**src/rtl/uart_aux_regs.vh**
```
// Purpose: constants for the UART auxiliary block
// Assumes: included by rtl/uart_aux.v only
// Notes: register offsets are word indexes; byte address is index * 4
`ifndef UART_AUX_REGS_VH
`define UART_AUX_REGS_VH

// ----------------------------------------
// Register indexes
// ----------------------------------------
`define IDX_DATA 3'h0
`define IDX_IER 3'h1
`define IDX_FIFO 3'h2
`define IDX_LCR 3'h3
`define IDX_MCR 3'h4
`define IDX_LSR 3'h5
`define IDX_MSR 3'h6
`define IDX_SPR 3'h7

// ----------------------------------------
// Field positions
// ----------------------------------------
`define IER_RXD 0
`define IER_THRE 1
`define IER_LINE 2
`define IER_MODEM 3
`define IER_SLEEP 4
`define FCR_EN 0
`define FCR_RXRST 1
`define FCR_TXRST 2
`define FCR_DMA 3
`define LCR_DLAB 7
`define MCR_INTEN 3
`define MCR_LOOP 4

// ----------------------------------------
// Reset values
// ----------------------------------------
`define IER_RST 6'h00
`define FCR_RST 8'h00
`define LCR_RST 8'h00
`define MCR_RST 5'h00
`define SPR_RST 8'hFF
`define DIV_RST 16'h0001
`define ISR_NONE 4'h1

// ----------------------------------------
// Sizes and timing
// ----------------------------------------
`define FIFO_DEPTH 7'h40
`define TX_TRIG 7'h10
`define TRIG_0 7'h01
`define TRIG_1 7'h10
`define TRIG_2 7'h20
`define TRIG_3 7'h38
`define BIT_TICKS 16
`define CHAR_BITS 4'hA
`define TIMEOUT_CHARS 4
// Four characters of ten bits, sixteen ticks a bit
`define TIMEOUT_TICKS 10'h280

`endif

```
**src/rtl/uart_aux.v**
```verilog
// Purpose: UART core with time-out, baud generator, DMA pins, sleep, loop-back
// Assumes: 100 MHz clk is the baud reference; 8 data bits, 1 stop, no parity
// Notes: classic Wishbone slave, one word per register, data in bits 7:0
`include "uart_aux_regs.vh"

module uart_aux (
  // System
  input wire clk,
  input wire sys_rst,
  // Wishbone slave
  input wire [31:0] wb_adr_i,
  input wire [31:0] wb_dat_i,
  output reg [31:0] wb_dat_o,
  input wire wb_we_i,
  input wire [3:0] wb_sel_i,
  input wire wb_stb_i,
  input wire wb_cyc_i,
  output reg wb_ack_o,
  // Serial and modem pins, modem pins active low
  input wire rx_pin,
  output reg tx_pin,
  input wire cts_n,
  input wire dsr_n,
  input wire ri_n,
  input wire dcd_n,
  output reg rts_n,
  output reg dtr_n,
  output reg general_output_a_n,
  output reg general_output_b_n,
  // Status pins
  output reg rx_ready_pin,
  output reg tx_ready_pin,
  output reg rate_x16_out,
  output reg irq,
  output reg sleep_state
);

  // ----------------------------------------
  // State machine codes
  // ----------------------------------------
  localparam RX_IDLE = 2'b00;
  localparam RX_START = 2'b01;
  localparam RX_DATA = 2'b10;
  localparam RX_STOP = 2'b11;

  // ----------------------------------------
  // Declarations
  // ----------------------------------------
  reg [5:0] interrupt_enable_reg;
  reg [7:0] fifo_control_reg;
  reg [7:0] lcr;
  reg [4:0] modem_control_reg;
  reg [7:0] spr;
  reg [7:0] dll;
  reg [7:0] divisor_high_byte;
  reg [4:0] sync1;
  reg [4:0] sync2;
  reg [4:0] pins_prev;
  reg [3:0] modem_prev;
  reg [3:0] delta;
  reg overrun;
  reg [7:0] rx_mem [0:63];
  reg [7:0] tx_mem [0:63];
  reg [5:0] rx_wp;
  reg [5:0] rx_rp;
  reg [6:0] rx_count;
  reg [5:0] tx_wp;
  reg [5:0] tx_rp;
  reg [6:0] tx_count;
  reg [15:0] baud_cnt;
  reg tick;
  reg [1:0] rx_st;
  reg [3:0] rx_tk;
  reg [2:0] rx_bit;
  reg [7:0] rx_sh;
  reg rx_push;
  reg stop_mid;
  reg tx_busy;
  reg [9:0] tx_sh;
  reg [3:0] tx_tk;
  reg [3:0] tx_n;
  reg tx_line;
  reg [9:0] to_cnt;
  reg [3:0] isr;
  reg [7:0] rd_val;

  wire acc = wb_cyc_i & wb_stb_i & ~wb_ack_o;
  wire mapped = (wb_adr_i[31:5] == 27'h0);
  wire [2:0] idx = wb_adr_i[4:2];
  wire dlab = lcr[`LCR_DLAB];
  wire wr = acc & wb_we_i & wb_sel_i[0] & mapped;
  wire rd = acc & ~wb_we_i & mapped;
  wire [7:0] wd = wb_dat_i[7:0];
  wire loop = modem_control_reg[`MCR_LOOP];
  wire fen = fifo_control_reg[`FCR_EN];

  // ----------------------------------------
  // Decode helpers
  // ----------------------------------------
  function [6:0] trig_level;
    input [1:0] sel;
    begin
      case (sel)
        2'b00: trig_level = `TRIG_0;
        2'b01: trig_level = `TRIG_1;
        2'b10: trig_level = `TRIG_2;
        default: trig_level = `TRIG_3;
      endcase
    end
  endfunction

  // FIFO depth collapses to one byte with FIFOs disabled
  wire [6:0] cap = fen ? `FIFO_DEPTH : 7'h01;
  wire [6:0] rx_trig = fen ? trig_level(fifo_control_reg[7:6]) : 7'h01;
  wire rx_full = (rx_count >= cap);
  wire tx_full = (tx_count >= cap);
  wire rx_empty = (rx_count == 7'h00);
  wire tx_empty = (tx_count == 7'h00);

  // ----------------------------------------
  // Loop-back routing and modem status
  // ----------------------------------------
  wire rx_line = loop ? tx_line : sync2[4];
  wire st_cts = loop ? modem_control_reg[0] : ~sync2[3];
  wire st_dsr = loop ? modem_control_reg[1] : ~sync2[2];
  wire st_ri = loop ? modem_control_reg[2] : ~sync2[1];
  wire st_dcd = loop ? modem_control_reg[3] : ~sync2[0];
  wire [3:0] modem_now = {st_dcd, st_ri, st_dsr, st_cts};

  // ----------------------------------------
  // Interrupt sources
  // ----------------------------------------
  wire timeout = ~rx_empty & (to_cnt == `TIMEOUT_TICKS);
  wire rx_lvl = (rx_count >= rx_trig) & ~rx_empty;
  wire int_line = interrupt_enable_reg[`IER_LINE] & overrun;
  wire int_rxd = interrupt_enable_reg[`IER_RXD] & rx_lvl;
  wire int_tmo = interrupt_enable_reg[`IER_RXD] & timeout;
  wire int_thre = interrupt_enable_reg[`IER_THRE] & tx_empty;
  wire int_msi = interrupt_enable_reg[`IER_MODEM] & (|delta);
  wire pending = int_line | int_rxd | int_tmo | int_thre | int_msi;

  always @* begin
    if (int_line)
      isr = 4'h6;
    else if (int_rxd)
      isr = 4'h4;
    else if (int_tmo)
      isr = 4'hC;
    else if (int_thre)
      isr = 4'h2;
    else if (int_msi)
      isr = 4'h0;
    else
      isr = `ISR_NONE;
  end

  // ----------------------------------------
  // Read multiplexer
  // ----------------------------------------
  always @* begin
    case (idx)
      `IDX_DATA: rd_val = dlab ? dll : rx_mem[rx_rp];
      `IDX_IER: rd_val = dlab ? divisor_high_byte : {2'b00, interrupt_enable_reg};
      `IDX_FIFO: rd_val = {fen, fen, fen & fifo_control_reg[5], 1'b0, isr};
      `IDX_LCR: rd_val = lcr;
      `IDX_MCR: rd_val = {3'b000, modem_control_reg};
      `IDX_LSR: rd_val = {1'b0, tx_empty & ~tx_busy, tx_empty, 3'b000, overrun, ~rx_empty};
      `IDX_MSR: rd_val = {modem_now, delta};
      default: rd_val = spr;
    endcase
  end

  // ----------------------------------------
  // Bus slave and registers
  // ----------------------------------------
  wire rhr_read = rd & (idx == `IDX_DATA) & ~dlab;
  wire thr_write = wr & (idx == `IDX_DATA) & ~dlab;
  wire fcr_write = wr & (idx == `IDX_FIFO);
  wire rx_clr = fcr_write & (wd[`FCR_RXRST] | (wd[`FCR_EN] != fen));
  wire tx_clr = fcr_write & (wd[`FCR_TXRST] | (wd[`FCR_EN] != fen));

  always @(posedge clk) begin
    if (sys_rst) begin
      wb_ack_o <= 1'b0;
      wb_dat_o <= 32'h0;
      interrupt_enable_reg <= `IER_RST;
      fifo_control_reg <= `FCR_RST;
      lcr <= `LCR_RST;
      modem_control_reg <= `MCR_RST;
      spr <= `SPR_RST;
      {divisor_high_byte, dll} <= `DIV_RST;
    end else begin
      wb_ack_o <= acc;
      if (acc)
        wb_dat_o <= mapped & ~wb_we_i ? {24'h0, rd_val} : 32'h0;
      if (wr) begin
        case (idx)
          `IDX_DATA: if (dlab) dll <= wd;
          `IDX_IER: begin
            if (dlab)
              divisor_high_byte <= wd;
            else
              interrupt_enable_reg <= wd[5:0];
          end
          `IDX_FIFO: fifo_control_reg <= {wd[7:3], 2'b00, wd[0]};
          `IDX_LCR: lcr <= wd;
          `IDX_MCR: modem_control_reg <= wd[4:0];
          `IDX_SPR: spr <= wd;
          default: spr <= spr;
        endcase
      end
    end
  end

  // ----------------------------------------
  // Pin synchronisers and modem deltas
  // ----------------------------------------
  always @(posedge clk) begin
    if (sys_rst) begin
      sync1 <= 5'h1F;
      sync2 <= 5'h1F;
      pins_prev <= 5'h1F;
      modem_prev <= 4'h0;
      delta <= 4'h0;
      overrun <= 1'b0;
    end else begin
      sync1 <= {rx_pin, cts_n, dsr_n, ri_n, dcd_n};
      sync2 <= sync1;
      pins_prev <= sync2;
      modem_prev <= modem_now;
      // Set wins over a same-cycle clear by read
      if (rd & (idx == `IDX_MSR))
        delta <= modem_now ^ modem_prev;
      else
        delta <= delta | (modem_now ^ modem_prev);
      if (rx_push & rx_full)
        overrun <= 1'b1;
      else if (rd & (idx == `IDX_LSR))
        overrun <= 1'b0;
    end
  end

  // ----------------------------------------
  // Baud generator
  // ----------------------------------------
  wire [15:0] div = ({divisor_high_byte, dll} == 16'h0) ? 16'h0001 : {divisor_high_byte, dll};
  wire [16:0] div_up = {1'b0, div} + 17'h00001;
  wire [15:0] half = div_up[16:1];

  always @(posedge clk) begin
    if (sys_rst) begin
      baud_cnt <= 16'h0;
      tick <= 1'b0;
      rate_x16_out <= 1'b0;
    end else if (sleep_state) begin
      baud_cnt <= 16'h0;
      tick <= 1'b0;
    end else begin
      // One tick per divisor count, shared by both directions
      tick <= (baud_cnt >= div - 16'h0001);
      if (baud_cnt >= div - 16'h0001)
        baud_cnt <= 16'h0;
      else
        baud_cnt <= baud_cnt + 16'h0001;
      rate_x16_out <= (baud_cnt < half);
    end
  end

  // ----------------------------------------
  // Receiver
  // ----------------------------------------
  always @(posedge clk) begin
    if (sys_rst) begin
      rx_st <= RX_IDLE;
      rx_tk <= 4'h0;
      rx_bit <= 3'h0;
      rx_sh <= 8'h0;
      rx_push <= 1'b0;
      stop_mid <= 1'b0;
    end else begin
      rx_push <= 1'b0;
      stop_mid <= 1'b0;
      if (tick) begin
        rx_tk <= rx_tk + 4'h1;
        case (rx_st)
          RX_IDLE: begin
            rx_tk <= 4'h0;
            if (!rx_line)
              rx_st <= RX_START;
          end
          RX_START: begin
            if (rx_tk == 4'h7) begin
              rx_tk <= 4'h0;
              rx_bit <= 3'h0;
              rx_st <= rx_line ? RX_IDLE : RX_DATA;
            end
          end
          RX_DATA: begin
            if (rx_tk == 4'hF) begin
              rx_sh <= {rx_line, rx_sh[7:1]};
              rx_bit <= rx_bit + 3'h1;
              if (rx_bit == 3'h7)
                rx_st <= RX_STOP;
            end
          end
          default: begin
            if (rx_tk == 4'hF) begin
              stop_mid <= 1'b1;
              rx_push <= 1'b1;
              rx_st <= RX_IDLE;
            end
          end
        endcase
      end
    end
  end

  // ----------------------------------------
  // Receive FIFO and time-out
  // ----------------------------------------
  wire rx_pop = rhr_read & ~rx_empty;
  wire rx_in = rx_push & ~rx_full;

  always @(posedge clk) begin
    if (rx_in)
      rx_mem[rx_wp] <= rx_sh;
  end

  always @(posedge clk) begin
    if (sys_rst | rx_clr) begin
      rx_wp <= 6'h0;
      rx_rp <= 6'h0;
      rx_count <= 7'h0;
    end else begin
      if (rx_in)
        rx_wp <= rx_wp + 6'h1;
      if (rx_pop)
        rx_rp <= rx_rp + 6'h1;
      if (rx_in & ~rx_pop)
        rx_count <= rx_count + 7'h01;
      else if (rx_pop & ~rx_in)
        rx_count <= rx_count - 7'h01;
    end
  end

  always @(posedge clk) begin
    if (sys_rst | stop_mid | rhr_read | rx_empty)
      to_cnt <= 10'h0;
    else if (tick & (to_cnt != `TIMEOUT_TICKS))
      to_cnt <= to_cnt + 10'h1;
  end

  // ----------------------------------------
  // Transmit FIFO and transmitter
  // ----------------------------------------
  wire tx_in = thr_write & ~tx_full;
  wire tx_load = ~tx_busy & ~tx_empty & tick;

  always @(posedge clk) begin
    if (tx_in)
      tx_mem[tx_wp] <= wd;
  end

  always @(posedge clk) begin
    if (sys_rst | tx_clr) begin
      tx_wp <= 6'h0;
      tx_rp <= 6'h0;
      tx_count <= 7'h0;
    end else begin
      if (tx_in)
        tx_wp <= tx_wp + 6'h1;
      if (tx_load)
        tx_rp <= tx_rp + 6'h1;
      if (tx_in & ~tx_load)
        tx_count <= tx_count + 7'h01;
      else if (tx_load & ~tx_in)
        tx_count <= tx_count - 7'h01;
    end
  end

  always @(posedge clk) begin
    if (sys_rst) begin
      tx_busy <= 1'b0;
      tx_sh <= 10'h3FF;
      tx_tk <= 4'h0;
      tx_n <= 4'h0;
      tx_line <= 1'b1;
    end else if (tx_load) begin
      tx_busy <= 1'b1;
      tx_sh <= {1'b1, tx_mem[tx_rp], 1'b0};
      tx_tk <= 4'h0;
      tx_n <= 4'h0;
      tx_line <= 1'b0;
    end else if (tx_busy & tick) begin
      tx_tk <= tx_tk + 4'h1;
      if (tx_tk == 4'hF) begin
        tx_sh <= {1'b1, tx_sh[9:1]};
        tx_line <= tx_sh[1];
        tx_n <= tx_n + 4'h1;
        if (tx_n == `CHAR_BITS - 4'h1) begin
          tx_busy <= 1'b0;
          tx_line <= 1'b1;
        end
      end
    end
  end

  // ----------------------------------------
  // Sleep control
  // ----------------------------------------
  wire wake = ~rx_line | (sync2 != pins_prev) | thr_write;
  wire idle = rx_empty & tx_empty & ~tx_busy & (rx_st == RX_IDLE);

  always @(posedge clk) begin
    if (sys_rst)
      sleep_state <= 1'b0;
    else
      sleep_state <= interrupt_enable_reg[`IER_SLEEP] & idle & ~pending & ~wake;
  end

  // ----------------------------------------
  // Output pins
  // ----------------------------------------
  always @(posedge clk) begin
    if (sys_rst) begin
      tx_pin <= 1'b1;
      rts_n <= 1'b1;
      dtr_n <= 1'b1;
      general_output_a_n <= 1'b1;
      general_output_b_n <= 1'b1;
      rx_ready_pin <= 1'b1;
      tx_ready_pin <= 1'b0;
      irq <= 1'b0;
    end else begin
      tx_pin <= loop | tx_line;
      dtr_n <= loop | ~modem_control_reg[0];
      rts_n <= loop | ~modem_control_reg[1];
      general_output_a_n <= loop | ~modem_control_reg[2];
      general_output_b_n <= loop | ~modem_control_reg[3];
      irq <= pending & (loop | modem_control_reg[`MCR_INTEN]);
      if (!fifo_control_reg[`FCR_DMA])
        rx_ready_pin <= rx_empty;
      else if (rx_empty)
        rx_ready_pin <= 1'b1;
      else if (rx_lvl | timeout)
        rx_ready_pin <= 1'b0;
      if (!fifo_control_reg[`FCR_DMA])
        tx_ready_pin <= ~tx_empty;
      else if (tx_full)
        tx_ready_pin <= 1'b1;
      else if (tx_count < `TX_TRIG)
        tx_ready_pin <= 1'b0;
    end
  end

endmodule

```
**config.mk**
```make
export PLATFORM = sky130hd
export DESIGN_NAME = uart_aux
export DESIGN_NICKNAME = d
export VERILOG_FILES = /design/src/rtl/uart_aux.v
export VERILOG_INCLUDE_DIRS = /design/src /design/src/rtl
export SDC_FILE = /design/constraint.sdc
export NUM_CORES = 1
export LEC_CHECK = 0
export BUFFER_PORTS_ARGS = -buffer_cell sky130_fd_sc_hd__buf_2
export CAP_MARGIN = 10
export CORE_MARGIN = 1
export CORE_UTILIZATION = 25
export CTS_CLUSTER_DIAMETER = 30
export CTS_CLUSTER_SIZE = 20
export DETAILED_ROUTE_END_ITERATION = 7
export PLACE_DENSITY = 0.49
export SLEW_MARGIN = 40
export SYNTH_ARGS = -nofsm -noshare
export SYNTH_HDL_FRONTEND = slang
export SYNTH_SLANG_ARGS = --single-unit
```
**constraint.sdc**
```tcl
create_clock -name clk -period 5.3 [get_ports clk]
set_input_delay 0.53 -clock clk [delete_from_list [all_inputs] [get_ports clk]]
set_output_delay 0.53 -clock clk [all_outputs]
set_load 0.01 [all_outputs]
```
=== Word level (Yosys, flattened, before mapping) ===
Memories as Yosys holds them, arrays and structs flattened. A register that Yosys moved wholly into a read port is not among the register bits.
Index checks and enable logic that the tools add are counted.

* Div/mod/pow operators: 0
* Equal/unequal tests: 26
* Muxes and demuxes: 63
* $mul: 0
* $add $sub $neg: 16
* Shifts and indexed selects: 0
* Reduce and logical (&&, ||, !) cells: 33
* Bitwise operators: 91
* $lt $le $gt $ge: 6

{| class="wikitable"
|+ Operators by type and width
! kind !! count
|-
| $pmux W8 S7 || 1
|-
| $and A1 B1 Y1 || 45
|-
| $mux W7 || 6
|-
| $logic_not A27 Y1 || 1
|-
| $mux W1 || 27
|-
| $mux W9 || 3
|-
| $add A6 B1 Y6 const B || 4
|-
| $mux W6 || 4
|-
| $mux W8 || 3
|-
| $not A1 Y1 || 24
|-
| $ge A7 B7 Y1 || 3
|-
| $mux W4 || 5
|-
| $or A1 B1 Y1 || 20
|-
| $pmux W6 S3 || 1
|-
| $add A16 B1 Y17 const B || 1
|-
| $add A16 B1 Y16 const B || 1
|-
| $ge A16 B16 Y1 || 1
|-
| $logic_not A16 Y1 || 1
|-
| $lt A16 B16 Y1 || 1
|-
| $mux W16 || 1
|-
| $sub A16 B1 Y16 const B || 1
|-
| $eq A3 B3 Y1 const B || 5
|-
| $reduce_and A3 Y1 || 5
|-
| $add A7 B1 Y7 const B || 2
|-
| 36 further kinds || 69
|}

* Word-level logic and storage cells: 281
* Memories kept: 2
* Input bits: 78
* ROM bits: 0
* Latch bits: 0
* Output and inout bits: 43
* Memory bits (writable): 1024
* Register bits: 218

{| class="wikitable"
|+ Memories
! name !! words !! bits a word !! rd ports !! clocked after memory_dff !! wr ports !! line !! text
|-
| rx_mem || 64 || 8 || 1 || 1 || 1 || uart_aux.v:62 || <nowiki>reg [7:0] rx_mem [0:63];</nowiki>
|-
| tx_mem || 64 || 8 || 1 || 1 || 1 || uart_aux.v:63 || <nowiki>reg [7:0] tx_mem [0:63];</nowiki>
|}

=== Depth between registers and ports, before layout ===
Gate-level depths: netlist of run 1.

* Word-level depth: 13
* Gate-level depth with buffers: 20
* Gate-level depth less buffers: 18

=== Worst setup path before layout of run 1 ===
No wires, ideal clock.

* Path kind: register to register
* Start point: reg divisor_high_byte[1]
* End point: reg baud_cnt[10]
* Arrival: 3914 ps
* Buffers on the path: 2
* Data required time: 5222 ps
* Cell stages (with the launch flop): 21
* Path slack: 1308 ps
* Library setup time: 78 ps
* Cells stage by stage: dfxtp_1 -> buf_2 -> or4_1 -> nor4_1 -> nand2b_1 -> or4_1 -> nor2_1 -> nor2_1 -> ha_1 -> nand2_1 -> nor2_1 -> xnor2_1 -> ha_1 -> a21o_1 -> a21o_1 -> a21oi_1 -> nor2_1 -> a211oi_1 -> o21ai_1 -> clkbuf_1 -> nor3_1

* Cells in the longest elaborated chain, start to end: 5

{| class="wikitable"
|+ RTL lines
! what !! line !! text
|-
| start: declaration || uart_aux.v:55 || <nowiki>reg [7:0] divisor_high_byte;</nowiki>
|-
| start signal: assignment || uart_aux.v:191 || <nowiki>{divisor_high_byte, dll} <= `DIV_RST;</nowiki>
|-
| start signal: assignment || uart_aux.v:201 || <nowiki>divisor_high_byte <= wd;</nowiki>
|-
| $logic_not A16 Y1 || uart_aux.v:246 || <nowiki>wire [15:0] div = ({divisor_high_byte, dll} == 16'h0) ? 16'h0001 : {divisor_high_byte, dll};</nowiki>
|-
| $mux W16 * || uart_aux.v:246 ||
|-
| $sub A16 B1 Y16 * || uart_aux.v:261 || <nowiki>if (baud_cnt >= div - 16'h0001)</nowiki>
|-
| $ge A16 B16 Y1 * || uart_aux.v:261 ||
|-
| $reduce_or A3 Y1 (no line) * || - ||
|-
| end signal: assignment || uart_aux.v:264 || <nowiki>baud_cnt <= baud_cnt + 16'h0001;</nowiki>
|-
| end: declaration || uart_aux.v:70 || <nowiki>reg [15:0] baud_cnt;</nowiki>
|}

Every way passes the cells marked *; elsewhere a longest branch is shown, timed or not.
A chain may end at the register's enable or synchronous reset.

=== Final worst setup path of run 1 ===
* Start point: reg divisor_high_byte[0]
* End point: reg baud_cnt[9]

Same word-level chain as after synthesis.

==> reports/metrics.csv, run 1 <==
metric,value,unit
status,"complete, no violations",
CP Launch Point,divisor_high_byte[0],
Final TNS setup,0,ns
Max Cap Viol,0,
Fill cells,19297,
"CTS clk-pin slew, worst paths",0.05,ns
WL met3,6980,um
Worst Path Buf+Inv,1,
"Seq/Total Area, Yosys",0.694,
WS Path Type,flop to flop,
CTS root buffer,clkbuf_16,
endpoints failing hold,0,
CP Depth,19,
port bufs,67,
most used cell along the critical path,nor2_1,
fmax,226,MHz
top cell type's share of synthesized area,0.612,
top-count cell post-synth,edfxtp_1,
top sig layer,met4,
async set or reset register ratio after synthesis,0,
fin cells,6099,
CTS H-Tree Depth,4,
worst relative slew slack,0.406,
"antenna viol nets, final",0,
"EDFF count, synth",1024,
DRC,0,
gpl congestion,0.795,
critical path endpoint,baud_cnt[9],
worst path arrival time,5.15,ns
crit path cell chain,or4_1 > nor4_1 > nand2b_1 > or4_1 > nor2_1 > nor2_1 > ha_1 > nand2_1 > nor2_1 > xnor2_1 > ha_1 > a21o_1 > a21o_1 > a21oi_1 > nor2_1 > a211oi_1 > o21ai_1 > buf_4 > nor3_1,
Logic pwr share,0.066,
register area,0.0349,mm2
Final Cell Area,0.0625,mm2
worst vdd ir,0.000393,V
hold_buf cts,3,
Crit Path Max Fanout,17,
Starting Density,0.251,
Clk pwr share,0.555,
routed length on met2,58000,um
Worst-Margin Slew,0.888,ns
biggest regs,"rx_mem: 512 flops, tx_mem: 512 flops, baud_cnt: 16 flops",
"FF+latch count, synth",1228,
core area,0.200,mm2
dpl cell area,0.0539,mm2
RSZ-0062 raised after global routing,false,
Avg Inst Size Synth,16.7,um2
post-cts resize count,0,
area of the multi-input gates,0.0146,mm2
total setup buffers inserted after CTS,0,
Die ar.,0.203,mm2
share of power burned in registers,0.379,
P_int,21.5,mW
Tcrit/Tclk final,0.836,
fraction of layout cells with a size suffix above 1,0.279,
CP Capture Type,flop,
post-synth top area cell,edfxtp_1,
largest net degree at the start of global routing,71,
Clock Path Buffers,3,
total track usage,0.123,
vias in the first global route,27839,
Leakage,20.2,nW
met1 wire length,57500,um
first-pass GRT wire length,186000,um
GRT Residual Overflow,0,
Main synth FF type,edfxtp_1,
yosys warns,0,
r2r worst-path depth,19,
final setup fails,0,
DR pass1 iterations,5,
Psw,6.39,mW
synth top area cells,"edfxtp_1 61%, mux4_2 12%, dfxtp_1 8.1%, mux2i_1 2.5%, nor2_1 2.5%",
routed vias/inst,4.45,
R2R setup slack,0.87,ns
Net Sw Frac,0.229,
CTS tree,done,
Rows,164,
clk_lat worst skew,0.84,ns
Final Net Count,3375,
Top-Level Pins,121,
Unique masters post-synth,76,
clk sinks,1228,
"Slowest-stage cell, CP",or4_1,
Worst Skew,0.0660,ns
r2r endpoint,baud_cnt[9],
max-slew violations,0,
Mapped Area,0.0502,mm2
RR Startpoint,divisor_high_byte[0],
Cell Pwr Density,446,mW/mm2
Die Width,450,um
minimum clock period,4.43,ns
cells after synthesis,3006,
initial antenna violation count,7,
Area Overhead vs Synth,24.4,%
DP Cell Count,5639,
HPWL Detailed,76200,um
WL final,125000,um
Num CTS Buffers,237,
CP top delay family,simple AND/OR/NAND/NOR gates,
Worst setup SP type,flop,
CP Data Required Time,6.02,ns
WL/cell,20.5,um
Post-synth top cells,"1024 x edfxtp_1, 338 x nor2_1, 271 x mux4_2",
worst hold path class,input pin to flop,
"slowest stage delay, CP",0.64,ns
die span in y,450,um
Vias,27153,
Initial DRC Count,2036,
## worst min-delay path by stage
stage,start,end,slack [ns],depth (start not counted)
after floorplan,modem_control_reg[2],general_output_a_n,0.36,1
after global placement,modem_control_reg[2],general_output_a_n,0.38,1
after detailed placement,modem_control_reg[2],general_output_a_n,0.37,1
after CTS,wb_dat_i[1],tx_mem[22][1],0.06,1
after global routing,dsr_n,sync1[2],0.04,2
final,dsr_n,sync1[2],0.04,2
## cell families after synthesis
family / synth area share
and+or+nand+nor: 0.0668
AOI/OAI and AO/OA: 0.0363
xor gates and xnor gates: 0.0167
muxes: 0.148
adders and majority gates: 0.0177
DFF: 0.694
other: 0.0000747
buffers and inverters: 0.0209
## metal layers
| metal | vias up | global-route usage |
|---|---|---|
| met4 | 0 | 0.0409 |
| met3 | 187 | 0.0270 |
| met1 | 13915 | 0.169 |
| met2 | 742 | 0.191 |
| met5 | - | 0 |
| li1 | 12309 | - |
## power groups by stage
stage | Combinational [mW] | Clock [mW] | Sequential [mW]
after floorplan | 1.31 | 0 | 10.7
after global placement | 1.77 | 0 | 10.8
after detailed placement | 1.81 | 0 | 10.8
after CTS | 1.81 | 15.7 | 10.6
after global routing | 1.98 | 16.2 | 10.6
final | 1.83 | 15.5 | 10.6
## placed cells by master, fill, tap and decap left out, types with 27 or more instances in the layout
master      Yosys  routed
clkbuf_16       0     238
nor2_2          0      81
dfxtp_1       204     188
clkinvlp_4      0      30
xnor2_1        47      47
o21ai_0        45      45
nor2_1        338     257
mux4_2        271     271
nor3_1         33      33
nand2_1       101     101
a211oi_1       34      34
a21oi_1        73      73
mux2i_1       127     127
nor2b_1        34      34
edfxtp_1     1024    1024
nand4_1        27      27
clkinv_2        0      37
inv_1          38      38
buf_4          36      59
nand3_1        44      44
bufinv_16       0      37
xor2_1         49      49
buf_2          54      66
ha_1           68      68
## final cells by class
cell class / count / area share
repair buffers: 143 / 0.0171
clock inverters: 191 / 0.0377
flip-flops and latches: 1228 / 0.558
clock buffers: 259 / 0.0971
inverters: 39 / 0.00234
multi-input cells: 1578 / 0.234
well taps: 2656 / 0.0532
diodes: 5 / 0.000200
## per-stage QoR
step / util / power, mW / hold WS, ns / setup WS, ns
2_1_floorplan: - / 12.0 / 0.358 / 1.31
3_3_place_gp: 0.269 / 12.6 / 0.377 / 0.900
3_5_place_dp: 0.270 / 12.6 / 0.372 / 0.872
4_1_cts: 0.312 / 28.2 / 0.0590 / 0.845
5_1_grt: 0.313 / 28.8 / 0.0435 / 0.466
6_report: 0.313 / 27.9 / 0.0425 / 0.869
(Power assumes the default switching activity.)
==> inputs of run 2 (changes only) <==
Settings changed: ABC_AREA from default to 1, PLACE_DENSITY 0.49 to 0.5.
Clock period 5.3 ns to 3.7 ns, I/O delays scaled along.
==> reports/metrics.csv, run 2 <==
metric,value,unit,change
endpoints failing hold,0,,unchanged
routed length on met2,67200,um,was 58000 um
CTS H-Tree Depth,4,,unchanged
worst vdd ir,0.000449,V,was 0.000393 V
worst hold path class,input pin to flop,,unchanged
r2r endpoint,baud_cnt[7],,was baud_cnt[9]
Mapped Area,0.0515,mm2,was 0.0502 mm2
GRT Residual Overflow,0,,unchanged
fmax,296,MHz,was 226 MHz
minimum clock period,3.38,ns,was 4.43 ns
"Seq/Total Area, Yosys",0.677,,was 0.694
largest net degree at the start of global routing,118,,was 71
Crit Path Max Fanout,8,,was 17
met1 wire length,66500,um,was 57500 um
final setup fails,0,,unchanged
clk sinks,1228,,unchanged
register area,0.0349,mm2,unchanged
DR pass1 iterations,6,,was 5
WL met3,8250,um,was 6980 um
"antenna viol nets, final",0,,unchanged
Post-synth top cells,"1024 x edfxtp_1, 901 x nand2_1, 624 x nand3_1",,"was 1024 x edfxtp_1, 338 x nor2_1, 271 x mux4_2"
async set or reset register ratio after synthesis,0,,unchanged
Rows,166,,was 164
Die Width,456,um,was 450 um
DP Cell Count,7430,,was 5639
core area,0.205,mm2,was 0.200 mm2
"commonest non-fill, non-tap cells in the layout","1024 x edfxtp_1, 899 x nand2_1, 622 x nand3_1, 514 x nor2_1, 347 x o21ai_0",,"was 1024 x edfxtp_1, 271 x mux4_2, 257 x nor2_1, 238 x clkbuf_16, 188 x dfxtp_1"
gpl congestion,0.847,,was 0.795
CP Capture Type,flop,,unchanged
"CTS clk-pin slew, worst paths",0.05,ns,about the same
HPWL Detailed,88000,um,was 76200 um
Starting Density,0.251,,about the same
post-synth top area cell,edfxtp_1,,unchanged
CP Data Required Time,4.43,ns,was 6.02 ns
top cell type's share of synthesized area,0.598,,was 0.612
WL final,146000,um,was 125000 um
"Slowest-stage cell, CP",dfxtp_1,,was or4_1
"FF+latch count, synth",1228,,unchanged
Final TNS setup,0,ns,unchanged
vias in the first global route,35221,,was 27839
Pwr Total,38.1,mW,was 27.9 mW
Clock Path Buffers,3,,unchanged
hold depth,1,,was 2
"most common cell after layout, fill and taps aside",edfxtp_1,,unchanged
Num CTS Buffers,209,,was 237
Area Overhead vs Synth,23.5,%,was 24.4%
fraction of layout cells with a size suffix above 1,0.143,,was 0.279
top sig layer,met5,,was met4
RR Startpoint,divisor_high_byte[0],,unchanged
routed vias/inst,4.62,,was 4.45
area of the multi-input gates,0.0148,mm2,was 0.0146 mm2
port bufs,67,,unchanged
Final Net Count,5112,,was 3375
"EDFF count, synth",1024,,unchanged
DRC,0,,unchanged
Cell Pwr Density,599,mW/mm2,was 446 mW/mm2
Worst setup SP type,flop,,unchanged
CTS tree,done,,unchanged
status,"complete, no violations",,unchanged
Worst Skew,0.0530,ns,was 0.0660 ns
WS Path Type,flop to flop,,unchanged
r2r worst-path depth,20,,was 19
total track usage,0.137,,was 0.123
die span in y,456,um,was 450 um
yosys warns,0,,unchanged
"slowest stage delay, CP",0.44,ns,was 0.64 ns
CTS root buffer,clkbuf_16,,unchanged
top-count cell post-synth,edfxtp_1,,unchanged
crit path cell chain,nor3_1 > nand4_1 > nand2_1 > inv_2 > ha_4 > nand3_2 > nor3_4 > inv_2 > nor4_4 > nand3_2 > nor2_2 > xor2_1 > inv_1 > ha_1 > nand2_1 > nor2_1 > a211oi_2 > nand4_1 > buf_6 > a21oi_1,,was or4_1 > nor4_1 > nand2b_1 > or4_1 > nor2_1 > nor2_1 > ha_1 > nand2_1 > nor2_1 > xnor2_1 > ha_1 > a21o_1 > a21o_1 > a21oi_1 > nor2_1 > a211oi_1 > o21ai_1 > buf_4 > nor3_1
biggest regs,"rx_mem: 512 flops, tx_mem: 512 flops, baud_cnt: 16 flops",,unchanged
first-pass GRT wire length,220000,um,was 186000 um
Top-Level Pins,121,,unchanged
max-slew violations,0,,unchanged
Fill cells,20662,,was 19297
cells after synthesis,4689,,was 3006
Leakage,23.2,nW,was 20.2 nW
clk_lat worst skew,0.83,ns,was 0.84 ns
Avg Inst Size Synth,11.0,um2,was 16.7 um2
worst hold endpoint,tx_mem[18][6],,was sync1[2]
worst path arrival time,4.11,ns,was 5.15 ns
initial antenna violation count,4,,was 7
Die ar.,0.208,mm2,was 0.203 mm2
R2R setup slack,0.32,ns,was 0.87 ns
Initial DRC Count,3331,,was 2036
WL/cell,18.6,um,was 20.5 um
fin cells,7835,,was 6099
Vias,36184,,was 27153
worst relative slew slack,0.437,,was 0.406
Tcrit/Tclk final,0.912,,was 0.836
Hold Crit Start,wb_dat_i[6],,was dsr_n
Unique masters post-synth,53,,was 76
synth top area cells,"edfxtp_1 60%, dfxtp_1 7.9%, nand2_1 6.6%, nand3_1 6.1%, nor2_1 3.8%",,"was edfxtp_1 61%, mux4_2 12%, dfxtp_1 8.1%, mux2i_1 2.5%, nor2_1 2.5%"
Max Cap Viol,0,,unchanged
Main synth FF type,edfxtp_1,,unchanged
Worst-Margin Slew,0.844,ns,was 0.888 ns
## run 2: changes by cell type after synthesis, moves of 28 or more
cell and delta:
mux2i_1 -127, xnor2_1 -28, nand3_1 +580, inv_1 +153, a21oi_1 +70, nor2_1 +181
nor2b_1 -34, clkbuf_1 +93, o21ai_0 +303, nand2_1 +800, mux4_2 -271, o22ai_1 +28
o221ai_1 +83
## run 2: metrics by stage
stage                util  hold slack [ns]  setup slack, ns  area [um2]
floorplan               -            0.389            0.300       51500
global placement    0.274            0.397           0.0713       56000
detailed placement  0.274            0.396           0.0341       56100
CTS                 0.310           0.0238           0.0567       63400
global route        0.311           0.0759         -0.00109       63600
finish              0.311           0.0923            0.324       63600
## run 2: area by class of cell
cell class,count,area share
diodes,1,0.0000394
clock buffers,234,0.0846
clock inverters,159,0.0305
inverters,199,0.0120
multi-input cells,3011,0.234
flip-flops and latches,1228,0.549
well taps,2688,0.0529
repair buffers,315,0.0377
## run 2: cell families (layout without fill, tap and decap cells)
family	Yosys count	in the layout	synth area share
mux	1	1	0.000219
compound gates	693	693	0.0783
flops	1228	1228	0.677
buf+inv	473	907	0.0378
simple gates	2167	2167	0.180
other cells	1	25	0.0000729
fa+ha+maj	70	70	0.0173
xor+xnor	56	56	0.00953
## run 2: what timing repair did
| action | 4_1_cts | 5_1_grt |
|---|---|---|
| buffers inserted | 0 | 3 |
| endpoints found under the setup margin | 4 | 19 |
| gates resized for setup | 1 | 20 |
| pin swaps | 0 | 6 |
| endpoints found under the hold margin | 21 | 0 |
| hold buffers | 7 | 0 |
| cloned | 0 | 1 |
## run 2: worst max path at each step
stage | startpoint | end | cells after the start
final | divisor_high_byte[0] | baud_cnt[7] | 20
after global placement | divisor_high_byte[5] | baud_cnt[13] | 22
after CTS | divisor_high_byte[5] | baud_cnt[13] | 22
after detailed placement | divisor_high_byte[5] | baud_cnt[13] | 22
after floorplan | divisor_high_byte[6] | baud_cnt[10] | 21
after global routing | dll[6] | baud_cnt[7] | 22
## run 2: power by group
part	internal (mW)	total, mW	switching [mW]
Clock	12.8	19.9	7.06
Sequential	15.0	15.1	0.107
Combinational	0.912	3.05	2.13
Total	28.8	38.1	9.30
## run 2: routing by layer
layer,vias to the layer above,GRT usage
met3,234,0.0244
li1,17249,-
met1,17723,0.188
met5,-,0
met4,4,0.0469
met2,974,0.218
## run 2: critical path: cells and delay by family, from the launching register on
kind            cells  cell delay (ns)
fa+ha+maj           2             0.40
xor+xnor            1             0.17
buf+inv             4             0.43
compound gates      2             0.33
simple gates       11             1.51
flops               1             0.44
